--- src/core/status_alarm_defines.vh ---
// Function
// - four relays exist; the fourth, spare, is never energized
// - system-ok relay energized with no fault, released on any fault
// - upper-range relay energized while ranging selects the upper range
// - zero-cal relay energized for the whole zero calibration mode
// - two independent alarms, each closes when concentration rises above its limit
// - after reset both alarms disabled, limits 100 ppm and 300 ppm
// - a change of reporting unit rescales both alarm limits
// - status bit 1 on while no fault is present
// - status bit 2 on while the measurement is valid, off otherwise
// - status bit 3 on in the upper range of dual or auto ranging
// - status bit 4 on in zero calibration, bit 5 in span calibration
// - status bit 6 on while in diagnostic mode
// - status bits 7 and 8 on while alarm one, two is enabled and concentration exceeds its limit
// - control input A enters zero calibration and shows remote-zero indication
// - control input B enters span calibration and shows remote-span indication
//
// constants of the status and alarm output block; definitions only
`ifndef STATUS_ALARM_DEFINES_VH
`define STATUS_ALARM_DEFINES_VH

// register byte offsets
`define REG_CTRL 8'h00
`define REG_LIMIT_ONE 8'h04
`define REG_LIMIT_TWO 8'h08
`define REG_STATE 8'h0c
`define REG_EVENTS 8'h10
`define REG_MASK 8'h14

// control register fields
`define CTRL_CONC_ALARM_ONE_EN 0
`define CTRL_CONC_ALARM_TWO_EN 1
`define CTRL_UNIT 2
`define CTRL_SW_ZERO 3
`define CTRL_SW_SPAN 4
`define CTRL_W 5
`define CTRL_RESET 5'h00

// unit codes: 0 ppm, 1 ppb
`define UNIT_PPM 1'b0
`define UNIT_PPB 1'b1
`define UNIT_RATIO 1000

// limit reset values in ppm
`define LIMIT_ONE_RESET 100
`define LIMIT_TWO_RESET 300

// status bit positions (bit 1 of the connector is index 0)
`define ST_SYS_OK 0
`define ST_VALID 1
`define ST_HIGH 2
`define ST_ZERO 3
`define ST_SPAN 4
`define ST_DIAG 5
`define ST_CONC_ALARM_ONE 6
`define ST_CONC_ALARM_TWO 7
`define ST_W 8

// event bit positions
`define EV_FAULT 0
`define EV_CONC_ALARM_ONE 1
`define EV_CONC_ALARM_TWO 2
`define EV_RZERO 3
`define EV_RSPAN 4
`define EV_INVALID 5
`define EV_W 6
`define EV_RESET 6'h00

`endif

--- src/core/conc_alarm.v ---
// one concentration alarm: enabled compare against a limit
// assumes concentration and limit share the reporting unit
`timescale 1ns/100ps
module conc_alarm #(
  parameter CONC_W = 24
) (
  input wire clk_i,
  input wire rst_i,
  input wire enable_i,
  input wire [CONC_W-1:0] conc_i,
  input wire [CONC_W-1:0] limit_i,
  output reg alarm_o
);

always @(posedge clk_i)
begin
  if (rst_i)
    alarm_o <= 1'b0;
  else
    alarm_o <= enable_i && (conc_i > limit_i);
end

endmodule // conc_alarm

--- src/core/pin_sync.v ---
// two-flop synchroniser for a bundle of level pins
// assumes the pins are slow levels with no timing relation to clk_i
`timescale 1ns/100ps
module pin_sync #(
  parameter W = 2
) (
  input wire clk_i,
  input wire rst_i,
  input wire [W-1:0] pin_i,
  output reg [W-1:0] level_o
);

reg [W-1:0] meta;

// first stage feeds only the second stage
always @(posedge clk_i)
begin
  if (rst_i)
  begin
    meta <= {W{1'b0}};
    level_o <= {W{1'b0}};
  end
  else
  begin
    meta <= pin_i;
    level_o <= meta;
  end
end

endmodule // pin_sync

--- src/core/status_alarm_outputs.v ---
// status relays, isolated status bits, concentration alarms and remote
// calibration inputs, with a small register port for software
// assumes analyzer state inputs come from logic on clk_i; control pins
// are asynchronous and are synchronised here
`timescale 1ns/100ps
`include "status_alarm_defines.vh"
module status_alarm_outputs #(
  parameter CONC_W = 24
) (
  input wire clk_i,
  input wire rst_i,
  input wire fault_i,
  input wire upper_range_i,
  input wire diagnostic_flag_i,
  input wire measurement_valid_flag_i,
  input wire [CONC_W-1:0] conc_i,
  input wire ctrl_a_i,
  input wire ctrl_b_i,
  input wire [3:0] ctrl_c_to_f_i,
  input wire [7:0] addr_i,
  input wire [31:0] wdata_i,
  input wire wr_i,
  input wire rd_i,
  output reg [31:0] rdata_o,
  output reg system_ok_relay_o,
  output reg upper_range_relay_o,
  output reg zero_cal_relay_o,
  output reg spare_relay_o,
  output reg conc_alarm_one_out_o,
  output reg conc_alarm_two_out_o,
  output reg [7:0] status_bits_o,
  output reg zero_cal_mode_o,
  output reg span_cal_mode_o,
  output reg remote_zero_ind_o,
  output reg remote_span_ind_o,
  output reg irq_o
);

////////////////////////////////////////////////////////////////////////
// constants sized to what they meet

localparam [CONC_W-1:0] LIM1_RST = `LIMIT_ONE_RESET;
localparam [CONC_W-1:0] LIM2_RST = `LIMIT_TWO_RESET;
localparam [CONC_W+9:0] RATIO = `UNIT_RATIO;
localparam [CONC_W+9:0] CONC_MAX = {{10{1'b0}}, {CONC_W{1'b1}}};

////////////////////////////////////////////////////////////////////////
// software registers

reg [`CTRL_W-1:0] ctrl;
reg [CONC_W-1:0] limit_one;
reg [CONC_W-1:0] limit_two;
reg [`EV_W-1:0] events;
reg [`EV_W-1:0] mask;
reg [`ST_W-1:0] prev_status;

wire wr_ctrl;
wire wr_lim1;
wire wr_lim2;
wire wr_mask;
wire rd_events;
wire unit_change;
wire new_unit;

assign wr_ctrl = wr_i && (addr_i == `REG_CTRL);
assign wr_lim1 = wr_i && (addr_i == `REG_LIMIT_ONE);
assign wr_lim2 = wr_i && (addr_i == `REG_LIMIT_TWO);
assign wr_mask = wr_i && (addr_i == `REG_MASK);
assign rd_events = rd_i && (addr_i == `REG_EVENTS);
assign new_unit = wdata_i[`CTRL_UNIT];
assign unit_change = wr_ctrl && (new_unit != ctrl[`CTRL_UNIT]);

////////////////////////////////////////////////////////////////////////
// limit rescaling

// ppm to ppb multiplies and saturates; back again divides and truncates,
// so a round trip can lose the sub-ppm part of a limit
function [CONC_W-1:0] rescale;
  input [CONC_W-1:0] lim;
  input to_ppb;
  reg [CONC_W+9:0] wide;
  begin
    wide = {{10{1'b0}}, lim};
    if (to_ppb)
    begin
      wide = wide * RATIO;
      if (wide > CONC_MAX)
        wide = CONC_MAX;
    end
    else
      wide = wide / RATIO;
    rescale = wide[CONC_W-1:0];
  end
endfunction

reg [CONC_W-1:0] next_limit_one;
reg [CONC_W-1:0] next_limit_two;

always @*
begin
  next_limit_one = limit_one;
  next_limit_two = limit_two;
  if (unit_change)
  begin
    next_limit_one = rescale(limit_one, new_unit);
    next_limit_two = rescale(limit_two, new_unit);
  end
  if (wr_lim1)
    next_limit_one = wdata_i[CONC_W-1:0];
  if (wr_lim2)
    next_limit_two = wdata_i[CONC_W-1:0];
end

always @(posedge clk_i)
begin
  if (rst_i)
  begin
    ctrl <= `CTRL_RESET;
    limit_one <= LIM1_RST;
    limit_two <= LIM2_RST;
    mask <= `EV_RESET;
  end
  else
  begin
    if (wr_ctrl)
      ctrl <= wdata_i[`CTRL_W-1:0];
    limit_one <= next_limit_one;
    limit_two <= next_limit_two;
    if (wr_mask)
      mask <= wdata_i[`EV_W-1:0];
  end
end

////////////////////////////////////////////////////////////////////////
// control pins

wire [1:0] remote_lvl;

pin_sync #(
  .W(2)
) u_pin_sync (
  .clk_i(clk_i),
  .rst_i(rst_i),
  .pin_i({ctrl_b_i, ctrl_a_i}),
  .level_o(remote_lvl)
);

// inputs c to f unused
// ctrl_c_to_f_i is deliberately left unread so it cannot steer anything

wire remote_zero;
wire remote_span;
wire zero_mode;
wire span_mode;

assign remote_zero = remote_lvl[0];
assign remote_span = remote_lvl[1];
assign zero_mode = remote_zero || ctrl[`CTRL_SW_ZERO];
assign span_mode = remote_span || ctrl[`CTRL_SW_SPAN];

////////////////////////////////////////////////////////////////////////
// concentration alarms

wire alarm_one;
wire alarm_two;

conc_alarm #(
  .CONC_W(CONC_W)
) u_alarm_one (
  .clk_i(clk_i),
  .rst_i(rst_i),
  .enable_i(ctrl[`CTRL_CONC_ALARM_ONE_EN]),
  .conc_i(conc_i),
  .limit_i(limit_one),
  .alarm_o(alarm_one)
);

conc_alarm #(
  .CONC_W(CONC_W)
) u_alarm_two (
  .clk_i(clk_i),
  .rst_i(rst_i),
  .enable_i(ctrl[`CTRL_CONC_ALARM_TWO_EN]),
  .conc_i(conc_i),
  .limit_i(limit_two),
  .alarm_o(alarm_two)
);

////////////////////////////////////////////////////////////////////////
// status vector

reg [`ST_W-1:0] next_status;

always @*
begin
  next_status = {`ST_W{1'b0}};
  next_status[`ST_SYS_OK] = ~fault_i;
  next_status[`ST_VALID] = measurement_valid_flag_i;
  next_status[`ST_HIGH] = upper_range_i;
  next_status[`ST_ZERO] = zero_mode;
  next_status[`ST_SPAN] = span_mode;
  next_status[`ST_DIAG] = diagnostic_flag_i;
  next_status[`ST_CONC_ALARM_ONE] = alarm_one;
  next_status[`ST_CONC_ALARM_TWO] = alarm_two;
end

always @(posedge clk_i)
begin
  if (rst_i)
  begin
    status_bits_o <= 8'h00;
    system_ok_relay_o <= 1'b0;
    upper_range_relay_o <= 1'b0;
    zero_cal_relay_o <= 1'b0;
    spare_relay_o <= 1'b0;
    conc_alarm_one_out_o <= 1'b0;
    conc_alarm_two_out_o <= 1'b0;
    zero_cal_mode_o <= 1'b0;
    span_cal_mode_o <= 1'b0;
    remote_zero_ind_o <= 1'b0;
    remote_span_ind_o <= 1'b0;
  end
  else
  begin
    status_bits_o <= next_status;
    system_ok_relay_o <= ~fault_i;
    upper_range_relay_o <= upper_range_i;
    zero_cal_relay_o <= zero_mode;
    spare_relay_o <= 1'b0;
    conc_alarm_one_out_o <= alarm_one;
    conc_alarm_two_out_o <= alarm_two;
    zero_cal_mode_o <= zero_mode;
    span_cal_mode_o <= span_mode;
    remote_zero_ind_o <= remote_zero;
    remote_span_ind_o <= remote_span;
  end
end

////////////////////////////////////////////////////////////////////////
// events and interrupt

reg [`EV_W-1:0] ev_set;
reg [`EV_W-1:0] next_events;

always @*
begin
  ev_set = {`EV_W{1'b0}};
  ev_set[`EV_FAULT] = ~next_status[`ST_SYS_OK] && prev_status[`ST_SYS_OK];
  ev_set[`EV_CONC_ALARM_ONE] = next_status[`ST_CONC_ALARM_ONE] && ~prev_status[`ST_CONC_ALARM_ONE];
  ev_set[`EV_CONC_ALARM_TWO] = next_status[`ST_CONC_ALARM_TWO] && ~prev_status[`ST_CONC_ALARM_TWO];
  ev_set[`EV_RZERO] = remote_zero && ~remote_zero_ind_o;
  ev_set[`EV_RSPAN] = remote_span && ~remote_span_ind_o;
  ev_set[`EV_INVALID] = ~next_status[`ST_VALID] && prev_status[`ST_VALID];
  // set wins over the clear of a read in the same cycle
  next_events = rd_events ? ev_set : (events | ev_set);
end

always @(posedge clk_i)
begin
  if (rst_i)
  begin
    events <= `EV_RESET;
    prev_status <= 8'h00;
    irq_o <= 1'b0;
  end
  else
  begin
    events <= next_events;
    prev_status <= next_status;
    irq_o <= |(next_events & mask);
  end
end

////////////////////////////////////////////////////////////////////////
// read port

reg [31:0] next_rdata;

always @*
begin
  next_rdata = 32'h00000000;
  if (rd_i)
  begin
    case (addr_i)
      `REG_CTRL: next_rdata[`CTRL_W-1:0] = ctrl;
      `REG_LIMIT_ONE: next_rdata[CONC_W-1:0] = limit_one;
      `REG_LIMIT_TWO: next_rdata[CONC_W-1:0] = limit_two;
      `REG_STATE: next_rdata[`ST_W-1:0] = status_bits_o;
      `REG_EVENTS: next_rdata[`EV_W-1:0] = events;
      `REG_MASK: next_rdata[`EV_W-1:0] = mask;
      default: next_rdata = 32'h00000000;
    endcase
  end
end

// data stand only in the cycle after the strobe
always @(posedge clk_i)
begin
  if (rst_i)
    rdata_o <= 32'h00000000;
  else
    rdata_o <= next_rdata;
end

endmodule // status_alarm_outputs

--- config.mk ---
export PLATFORM = sky130hd
export DESIGN_NAME = status_alarm_outputs
export DESIGN_NICKNAME = d
export VERILOG_FILES = /design/src/core/conc_alarm.v /design/src/core/pin_sync.v /design/src/core/status_alarm_outputs.v
export VERILOG_INCLUDE_DIRS = /design/src /design/src/core
export SDC_FILE = /design/constraint.sdc
export NUM_CORES = 1
export LEC_CHECK = 0
export BUFFER_PORTS_ARGS = -buffer_cell sky130_fd_sc_hd__buf_2
export CORE_ASPECT_RATIO = 1.2
export CORE_MARGIN = 5
export CORE_UTILIZATION = 41
export CTS_CLUSTER_DIAMETER = 120
export DETAILED_ROUTE_END_ITERATION = 10
export PLACE_DENSITY = 0.59
export SLEW_MARGIN = 25
export SYNTH_ARGS = -nofsm -noshare
export SYNTH_HDL_FRONTEND = slang
export SYNTH_SLANG_ARGS = --single-unit
--- constraint.sdc ---
create_clock -name clk_i -period 29.2 [get_ports clk_i]
set_input_delay 1.46 -clock clk_i [delete_from_list [all_inputs] [get_ports clk_i]]
set_output_delay 1.46 -clock clk_i [all_outputs]
set_load 0.05 [all_outputs]
# Yosys cells after proc, flatten, opt, wreduce, memory -nomap -nowiden
# Index checks and enable logic that the tools add are counted.
[classes]
addsub = 0
multipliers = 2
div = 2
order_cmp = 4
eq_ne = 6
n_shift = 0
mux = 13
bitwise = 9
reduce_logical = 21
[op_table]
columns = ["operator", "n"]
rows = [
  ["$mux 24", 8],
  ["$div 24x10->34 const B", 2],
  ["$gt 34x24->1 const B", 2],
  ["$mul 24x7->31 const B", 2],
  ["$gt 24x24->1", 2],
  ["$pmux 16 s2", 1],
  ["$pmux 5 s6", 1],
  ["$eq 8x4->1 const B", 2],
  ["$eq 8x5->1 const B", 2],
  ["$logic_and 1x1->1", 14],
  ["$eq 8x3->1 const B", 1],
  ["$logic_not 8->1", 1],
  ["$not 1->1", 7],
  ["$and 6x6->6", 1],
  ["$mux 6", 1],
  ["$or 6x6->6", 1],
  ["$pmux 2 s3", 1],
  ["$reduce_or 6->1", 1],
  ["$pmux 1 s5", 1],
  ["$reduce_bool 2->1", 2],
  ["$logic_or 1x1->1", 2],
  ["$reduce_or 2->1", 1],
  ["$ne 1x1->1", 1],
]
[totals]
register_bits = 120
latchBits = 0
mem_bits_rw = 0
rom_bits = 0
in_bits = 78
out_inout_bits = 51
word_cells = 78
n_memories = 0

# Depth between registers and ports, before layout
# Gate-level depths: netlist of the first run.
[depth]
word_depth = 6
mapped_depth = 75

# Cells and area by module
# Synthesis of the first run repeated with hierarchy kept, for this count alone.
[unflattened]
cells_unflattened = 5042
hier_area_um2 = 37479.7
[by_module_without_submodules]
columns = ["module", "n_inst", "cells_each", "area_per_inst_um2", "seq_area_each_um2"]
rows = [
  ["status_alarm_outputs", 1, 4860, 36090.9, 2001.9],
  ["conc_alarm", 2, 87, 641.9, 20.0],
  ["pin_sync", 1, 8, 105.1, 80.1],
]

# Least setup slack after synthesis of the first run
# No wires, ideal clock.
[synth_path]
path_kind = "flip-flop to flip-flop"
startpoint = "register limit_two[10]"
endpoint = "register limit_two[0]"
setup_time_ps = 130
arrival_ps = 16535
required_ps = 29070
setup_slack_ps = 12536
stages_incl_launch_ff = 69
path_buffers = 15
cell_sequence = "dfxtp_1 -> clkbuf_1 -> inv_1 -> ha_1 -> nand2b_1 -> a21oi_1 -> o31ai_1 -> buf_4 -> nand2_2 -> a211oi_1 -> o211ai_1 -> buf_2 -> o21ai_1 -> mux2_2 -> o211a_1 -> buf_2 -> nor4_2 -> mux2_2 -> [... 33 more ...] -> a32oi_1 -> a211oi_1 -> o32a_1 -> o221ai_1 -> a211o_1 -> or4b_1 -> buf_2 -> or2_1 -> buf_2 -> a32o_1 -> xnor2_1 -> and4b_4 -> and3_1 -> buf_2 -> a2111oi_1 -> o31ai_1 -> a2111oi_2 -> a21oi_1"
[synth_via]
elab_chain_len = 6
word_cells_on_any_way = 7
classes_between = "mul: 1; div: 1; order compare: 1; mux: 4"
[synth_lines]
columns = ["item", "line", "source"]
rows = [
  ["from (decl)", "status_alarm_outputs.v:52", "reg [CONC_W-1:0] limit_two;"],
  ["from (signal assigned)", "status_alarm_outputs.v:128", "limit_two <= next_limit_two;"],
  ["parallel branches: the longest is 3 deep, another holds $div 24x10->34", "-", ""],
  ["$mux 24 (*)", "status_alarm_outputs.v:84", "if (to_ppb)"],
  ["$mux 24 (*)", "status_alarm_outputs.v:103", "if (unit_change)"],
  ["$mux 24 (*)", "status_alarm_outputs.v:110", "if (wr_lim2)"],
]
# Mark *: on every way between the ends. The select of a mux whose other input is x is not followed.
# A chain may end at the register's enable or synchronous reset.

# Worst setup path after layout of the first run
[layout_path]
startpoint = "register limit_one[2]"
endpoint = "register limit_one[0]"
[layout_via]
elab_chain_len = 6
word_cells_on_any_way = 7
classes_between = "mul: 1; div: 1; order compare: 1; mux: 4"
[layout_lines]
columns = ["item", "line", "source"]
rows = [
  ["from (decl)", "status_alarm_outputs.v:51", "reg [CONC_W-1:0] limit_one;"],
  ["from (signal assigned)", "status_alarm_outputs.v:127", "limit_one <= next_limit_one;"],
  ["parallel branches: the longest is 3 deep, another holds $div 24x10->34", "-", ""],
  ["$mux 24 (*)", "status_alarm_outputs.v:84", ""],
  ["$mux 24 (*)", "status_alarm_outputs.v:103", ""],
  ["$mux 24 (*)", "status_alarm_outputs.v:108", "if (wr_lim1)"],
]
# Marked as above.

==> metrics.txt, run 1 <==
basic-gate share of the synthesized area counting and, or, nand and nor cells=25.82%; initial antenna violation count=20; routed len/inst=approximately 22 um; setup fix buffers added after clock tree synthesis=0; longest individual stage delay on the worst path=between 0.8 and 0.9 ns; Setup CP Type=reg2reg; Buffers on Ports=between 100 and 150; TritonCTS clock tree=yes; asr flop ratio synth=0%; leakage power figure=about 15 nW; total wire length after detailed routing=134600 um; normalized max-slew margin=30.49%; power density normalized to cell area=between 30 and 40 nW/um^2; number of I/O pins=~130; # nets final=approximately 5500; floorplan die height=roughly 340 um; vias per std cell=roughly 6.5; H-tree depth=3; yosys warns=0; startpoint class of the critical path=flip-flop; sequential-to-total area share from yosys stat=under 10%; last weighted congestion value of the routability-driven placer=between 0.9 and 1; Period minus WS final=around 23 ns; commonest register cell after synthesis=sky130_fd_sc_hd__dfxtp_1; wire length of the first global-routing pass=between 200000 and 250000 um; Most Frequent Cell on Critical Path=sky130_fd_sc_hd__mux2i_1; post-cts hold buffer count=0; 1st-iter DRT viols=3454; maximum number of pins on one net before global-route repair=80; Core Util, Final=between 40% and 50%; Clock Root Buffer=sky130_fd_sc_hd__clkbuf_16; endpoint kind of the worst setup timing path=flip-flop; Pre-antenna DRT Iters=8; xor and xnor fraction of the mapped netlist area=about a tenth; average footprint of a synthesized cell=approximately 7.4 sq um; dominant combinational cell family by area after synthesis=compound AO/OA/AOI/OAI gates; Area after DPL=between 30000 and 40000 sq um; Placement Setup Slack=6.571 ns; DP Wirelength=about 110000 um; Tightest Hold Check Type=reg2reg; slowest stage cell on the critical path=sky130_fd_sc_hd__o31ai_2; minimum setup slack among reg-to-reg paths=6.11 ns; post-synthesis instance area=37100 sq um; maximum root-to-sink buffer count=2; maximum frequency from static timing analysis=between 40 and 50 MHz; Switching Power=0.8055 mW; Synth Instances=between 5000 and 6000; total vias in the final route=39790; relative contribution of combinational cells to total power=80.0%; clock network fraction of total power=approximately a tenth; Seq pwr share=between 10% and 20%; Arrival @ worst endpoint=23.38 ns; total of flip-flops plus latches after synthesis=between 100 and 150; fraction of final layout cells with drive strength greater than 1=under 10%; data required time at the worst endpoint=around 30 ns; Final ANT Viol Nets=0; final total negative setup slack=0 ns; clock latency on the worst-skew pair=about 0.40 ns; Worst Setup Slack, final=between 6 and 7 ns; combined global-route utilization of all metal layers=approximately a quarter; Hold WS=around 0.45 ns; commonest non-fill, non-tap cells in the layout=sky130_fd_sc_hd__nor2_1 (427), sky130_fd_sc_hd__nand2_1 (424), sky130_fd_sc_hd__a21oi_1 (331); area fraction in compound gates after synthesis=32.48%; fraction of power spent switching nets=57.20%; max capacitance violation total=0; Design Area, Final=39080 sq um; total global routing overflow=0; DRC errors left=0; post-route fraction of the period consumed by the critical path=between 70% and 80%; Final setup violation count=0; vias in the first global route=approximately 38000; setup repair after global routing missed its margin=no; max-slew violation count=0; number of clock sinks seen by CTS=around 110; total power of the final layout=1.408 mW; Total Die Area=between 90000 and 100000 sq um; placed cells=around 6000; post-layout instance count excluding filler cells=between 6000 and 7000; Pint=between 0.6 and 0.7 mW; core footprint=slightly below 90000 sq um; status=finished, final reports clean; EDFF count, synth=0; worst ir drop on vdd=0.04060 mV; width of the die=284.6 um; final hold vios=0; biggest fanout along the worst timing path=23; number of buffers inserted during clock tree synthesis=9; Area growth, synth to finish=5.339%; total of cells resized after clock tree synthesis=0; Std-Cell Rows=120; leading cell type in the layout, fill and taps excluded=sky130_fd_sc_hd__nor2_1; Adder-Cell Fraction of Synth Area=about 18%; portion of netlist area occupied by mux cells=under 10%; Post-Route Skew=0.01543 ns; starting density of the core=roughly 41%; register clock-pin slew on the reported worst setup and hold paths=approximately 0.09 ns; slew of the pin with the lowest slew margin=around 1.0 ns; Synth cell types=150
routing by layer:
metal | GRT usage [%] | up-vias | part of all wire [%]
li1 | - | 18900 | -
met1 | 32.89 | 19180 | 41
met2 | 47.49 | 1447 | 50
met3 | 2.591 | 256 | 6.0
met4 | 8.395 | 6 | 3.3
met5 | 0 | - | 0.024
worst max-delay path, delay by kind of cell, from the launching register on:
family	cells	cell delay (ns)
buffers and inverters	2	0.54
adders and majority gates	1	0.33
xor gates and xnor gates	2	0.92
DFF	1	0.63
AOI/OAI and AO/OA	23	9.73
muxes	6	2.45
and+or+nand+nor	21	8.32
state kept, by name, indices dropped and copies added (netlist names):
signal,count
conc_alarm_two_out_o,1
ctrl,5
events,6
irq_o,1
limit_one,24
limit_two,24
mask,6
rdata_o,24
remote_span_ind_o,1
remote_zero_ind_o,1
status_bits_o,7
u_alarm_one.alarm_o,1
u_alarm_two.alarm_o,1
u_pin_sync.level_o,2
u_pin_sync.meta,2
final cells by class:
type / count / area, sq um
Timing Repair Buffer: 197 / 1214
Multi-Input combinational cell: 4490 / 33300
Sequential cell: 106 / 2122
Tap cell: 1159 / 1450
Inverter: 173 / 649.4
Fill cell: 9313 / 50400
Antenna cell: 13 / 32.53
Clock inverter: 7 / 91.34
Clock buffer: 9 / 225.2
power groups by stage:
stage,Combinational [mW],Sequential (mW),Clock [mW]
6_report,1.13,0.147,0.134
5_1_grt,1.23,0.147,0.142
4_1_cts,1.11,0.147,0.138
3_5_place_dp,1.10,0.151,0
3_3_place_gp,1.09,0.151,0
2_1_floorplan,0.862,0.151,0
cell families (layout without fill, tap and decap cells):
kind of cell | count (synthesis) | in the layout
flops | 106 | 106
other cells | 1 | 22
compound gates | 1660 | 1660
fa+ha+maj | 416 | 416
mux | 120 | 120
xor+xnor | 426 | 426
simple gates | 1859 | 1859
buf+inv | 421 | 386
path summary, 6_finish.rpt:
kind | from | to | cells after the start
setup / recovery | limit_one[2]$_SDFFE_PP1P_ | limit_one[0]$_SDFFE_PP0P_ | 55
hold / removal | u_alarm_two.alarm_o$_SDFF_PP0_ | conc_alarm_two_out_o$_SDFF_PP0_ | 2
setup reg to reg | limit_one[2]$_SDFFE_PP1P_ | limit_one[0]$_SDFFE_PP0P_ | 55
hold reg to reg | u_alarm_two.alarm_o$_SDFF_PP0_ | conc_alarm_two_out_o$_SDFF_PP0_ | 2
cell usage after synthesis (all sizes together), types with 43 or more instances:
master,n,share of area [%]
o21a,60,1.2
a211oi,76,1.8
a21o,51,1.0
fa,172,9.3
nor2,434,4.5
nand3,194,2.7
ha,243,8.2
inv,173,1.8
xnor2,324,7.8
nand4,90,1.5
nor3,175,2.5
clkbuf,140,1.4
a21oi,337,4.6
or3,51,0.86
o31ai,43,0.96
o21ai,283,3.9
nor4,67,1.4
o22ai,43,0.76
and3,51,0.86
nand2b,49,0.83
nor2b,51,0.86
buf,108,1.6
a22oi,77,1.6
nand2,430,4.4
o211ai,85,1.9
mux2i,77,2.1
xor2,102,2.4
dfxtp,106,5.7
and2,83,1.4
a31oi,84,1.5
No activity file was read; power rests on OpenSTA's default activity.
==> run 2: changes to the inputs <==
ABC_AREA = 1   (was default)
clock period = 22.2 ns   (was 29.2 ns; I/O delays follow)
==> run 2 against run 1 <==
Die area rose by 2.6%. Global-route usage fell by 1.7 points. Total power rose to 3.7 times the previous value. Hold slack worse by 0.044 ns. Wire length fell by 6.8%. Highest routed layer unchanged.
==> metrics.txt, run 2 <==
status=finished, final reports clean; Hold WS=0.4097 ns (-0.04430 ns); slew of the pin with the lowest slew margin=1.087 ns (+0.04526 ns); commonest non-fill, non-tap cells in the layout=sky130_fd_sc_hd__nand2_1 (1975), sky130_fd_sc_hd__inv_1 (782), sky130_fd_sc_hd__nand3_1 (710); Pre-antenna DRT Iters=6 (-2); maximum frequency from static timing analysis=50.18 MHz (+16%); total power of the final layout=5.227 mW (+270%); last weighted congestion value of the routability-driven placer=0.9736 (+3.9%); post-route fraction of the period consumed by the critical path=89.76% (+11 points); Core Util, Final=42.84% (-0.83 points); Most Frequent Cell on Critical Path=sky130_fd_sc_hd__nand2_1; Total Die Area=99180 sq um (+2.6%); fraction of final layout cells with drive strength greater than 1=12.23% (+2.8 points); setup fix buffers added after clock tree synthesis=0 (unchanged); longest individual stage delay on the worst path=0.72 ns (-0.16 ns); core footprint=92200 sq um (+3.0%); final hold vios=0 (unchanged); total wire length after detailed routing=125400 um (-6.8%); Arrival @ worst endpoint=20.20 ns (-3.18 ns); Final setup violation count=0 (unchanged); normalized max-slew margin=27.47% (-3.0 points); average footprint of a synthesized cell=5.897 sq um (-20%); post-cts hold buffer count=0 (unchanged); Setup CP Type=reg2reg; registers with the most flip-flops=limit_one x24, limit_two x24, rdata_o x24; H-tree depth=3 (unchanged); maximum number of pins on one net before global-route repair=60 (-25%); Buffers on Ports=107 (unchanged); floorplan die height=344.0 um (+1.3%); routed len/inst=16.22 um (-26%); max-slew violation count=0 (unchanged); post-synthesis instance area=38110 sq um (+2.7%); setup repair after global routing missed its margin=no; Clock Root Buffer=sky130_fd_sc_hd__clkbuf_16; wire length of the first global-routing pass=200100 um (-5.2%); endpoint kind of the worst setup timing path=flip-flop; synth top area cells=sky130_fd_sc_hd__nand2_1 (19%), sky130_fd_sc_hd__nand3_1 (9.3%), sky130_fd_sc_hd__fa_1 (9.0%), sky130_fd_sc_hd__ha_1 (8.0%), sky130_fd_sc_hd__inv_1 (7.7%); Final ANT Viol Nets=0 (unchanged); power density normalized to cell area=132.4 nW/um^2 (+270%); asr flop ratio synth=0% (unchanged); launching instance or port of the critical path=limit_two[7]$_SDFFE_PP0P_; total vias in the final route=40320 (+1.3%); maximum root-to-sink buffer count=2 (unchanged); number of clock sinks seen by CTS=106 (unchanged); EDFF count, synth=0 (unchanged); total of flip-flops plus latches after synthesis=106 (unchanged); vias per std cell=5.218 (-19%); leading cell type in the layout, fill and taps excluded=sky130_fd_sc_hd__nand2_1; biggest fanout along the worst timing path=35 (+52%); initial antenna violation count=4 (-80%); Std-Cell Rows=122 (+1.7%); number of I/O pins=129 (unchanged); slowest stage cell on the critical path=sky130_fd_sc_hd__dfxtp_1; Post-Route Skew=0.02295 ns (+0.007517 ns); width of the die=288.3 um (+1.3%); Tightest Hold Check Type=reg2reg; Period minus WS final=19.93 ns (-3.166 ns); number of buffers inserted during clock tree synthesis=9 (unchanged); Synth Instances=6463 (+29%); worst hold start=u_pin_sync.meta[1]$_SDFF_PP0_; register clock-pin slew on the reported worst setup and hold paths=0.10 ns (about the same); worst ir drop on vdd=0.1292 mV (+220%); combined global-route utilization of all metal layers=24.59% (-1.7 points); data required time at the worst endpoint=22.47 ns (-7.01 ns); TritonCTS clock tree=yes; starting density of the core=41.34% (-0.12 points); list of most frequent post-synthesis cells=sky130_fd_sc_hd__nand2_1 (1975), sky130_fd_sc_hd__inv_1 (782), sky130_fd_sc_hd__nand3_1 (710); yosys warns=0 (unchanged); final total negative setup slack=0 ns (unchanged); area leader, netlist=sky130_fd_sc_hd__nand2_1; clock latency on the worst-skew pair=0.39 ns (about the same); DP Wirelength=106500 um (-2.5%); Synth cell types=86 (-43%); commonest register cell after synthesis=sky130_fd_sc_hd__dfxtp_1; startpoint class of the critical path=flip-flop; # nets final=6974 (+27%); total global routing overflow=0 (unchanged); area fraction of the dominant cell type after synthesis=19.45% (+10 points); DRC errors left=0 (unchanged); Area growth, synth to finish=3.634%; reg-to-reg startpoint=limit_two[7]$_SDFFE_PP0P_; leakage power figure=21.08 nW (+44%); total of cells resized after clock tree synthesis=0 (unchanged); sequential-to-total area share from yosys stat=5.568% (-0.15 points); 1st-iter DRT viols=2642 (-24%); most numerous cell in the Yosys netlist=sky130_fd_sc_hd__nand2_1; vias in the first global route=38120 (+0.96%); max capacitance violation total=0 (unchanged)
==> run 2: per-layer routing <==
metal	vias to the layer above	wire length, um	share of wire (%)	global-route usage (%)
met1	18510	52610	42	30.39
met3	178	5886	4.7	2.115
met5	-	33	0.026	0
met2	900	62710	50	45.31
li1	20730	-	-	-
met4	4	4124	3.3	7.318
==> run 2: cell type report <==
| type | instances | area, sq um |
|---|---|---|
| fillers | 10170 | 52700 |
| multi-input cells | 5360 | 31510 |
| inverters | 877 | 3316 |
| flip-flops and latches | 106 | 2122 |
| well taps | 1240 | 1551 |
| repair buffers | 127 | 685.7 |
| clock buffers | 9 | 225.2 |
| clock inverters | 7 | 86.33 |
| diodes | 1 | 2.502 |
==> run 2: worst paths after layout <==
path                                            to  cells after the start  slack (ns)
hold / removal    u_pin_sync.level_o[1]$_SDFF_PP0_                      2        0.41
setup / recovery         limit_two[0]$_SDFFE_PP0P_                    107        2.27
setup reg to reg         limit_two[0]$_SDFFE_PP0P_                    107        2.27
hold reg to reg   u_pin_sync.level_o[1]$_SDFF_PP0_                      2        0.41
==> run 2: critical path: cells and delay by family (launching register included) <==
kind,cells,cell delay [ns]
buf+inv,7,1.30
flops,1,0.72
fa+ha+maj,1,0.35
compound gates,6,1.55
simple gates,93,15.78
==> run 2: where the power goes <==
group | internal (mW) | switching [mW] | total, mW
clock network | 0.0820 | 0.0954 | 0.177
registers | 0.192 | 0.00221 | 0.194
logic | 1.47 | 3.39 | 4.86
total | 1.74 | 3.49 | 5.23
==> run 2: cell families after synthesis <==
kind of cell | after synthesis | share of synthesized area [%]
AND/OR/NAND/NOR | 4141 | 51.13
buffers and inverters | 1005 | 11.87
AO/OA/AOI/OAI | 546 | 8.615
adder cells (fa/ha/maj) | 415 | 17.01
XOR/XNOR | 249 | 5.801
flip-flops | 106 | 5.568
other | 1 | 0.009840
==> run 2: per-stage QoR <==
stage / std cells / setup slack, ns / instance area, sq um
after floorplan: 6471 / 9.368 / 38140
final: 7727 / 2.272 / 39500
after CTS: 7726 / 2.153 / 39490
after global routing: 7726 / 0.05420 / 39490
after global placement: 7710 / 2.322 / 39180
after detailed placement: 7710 / 2.194 / 39180
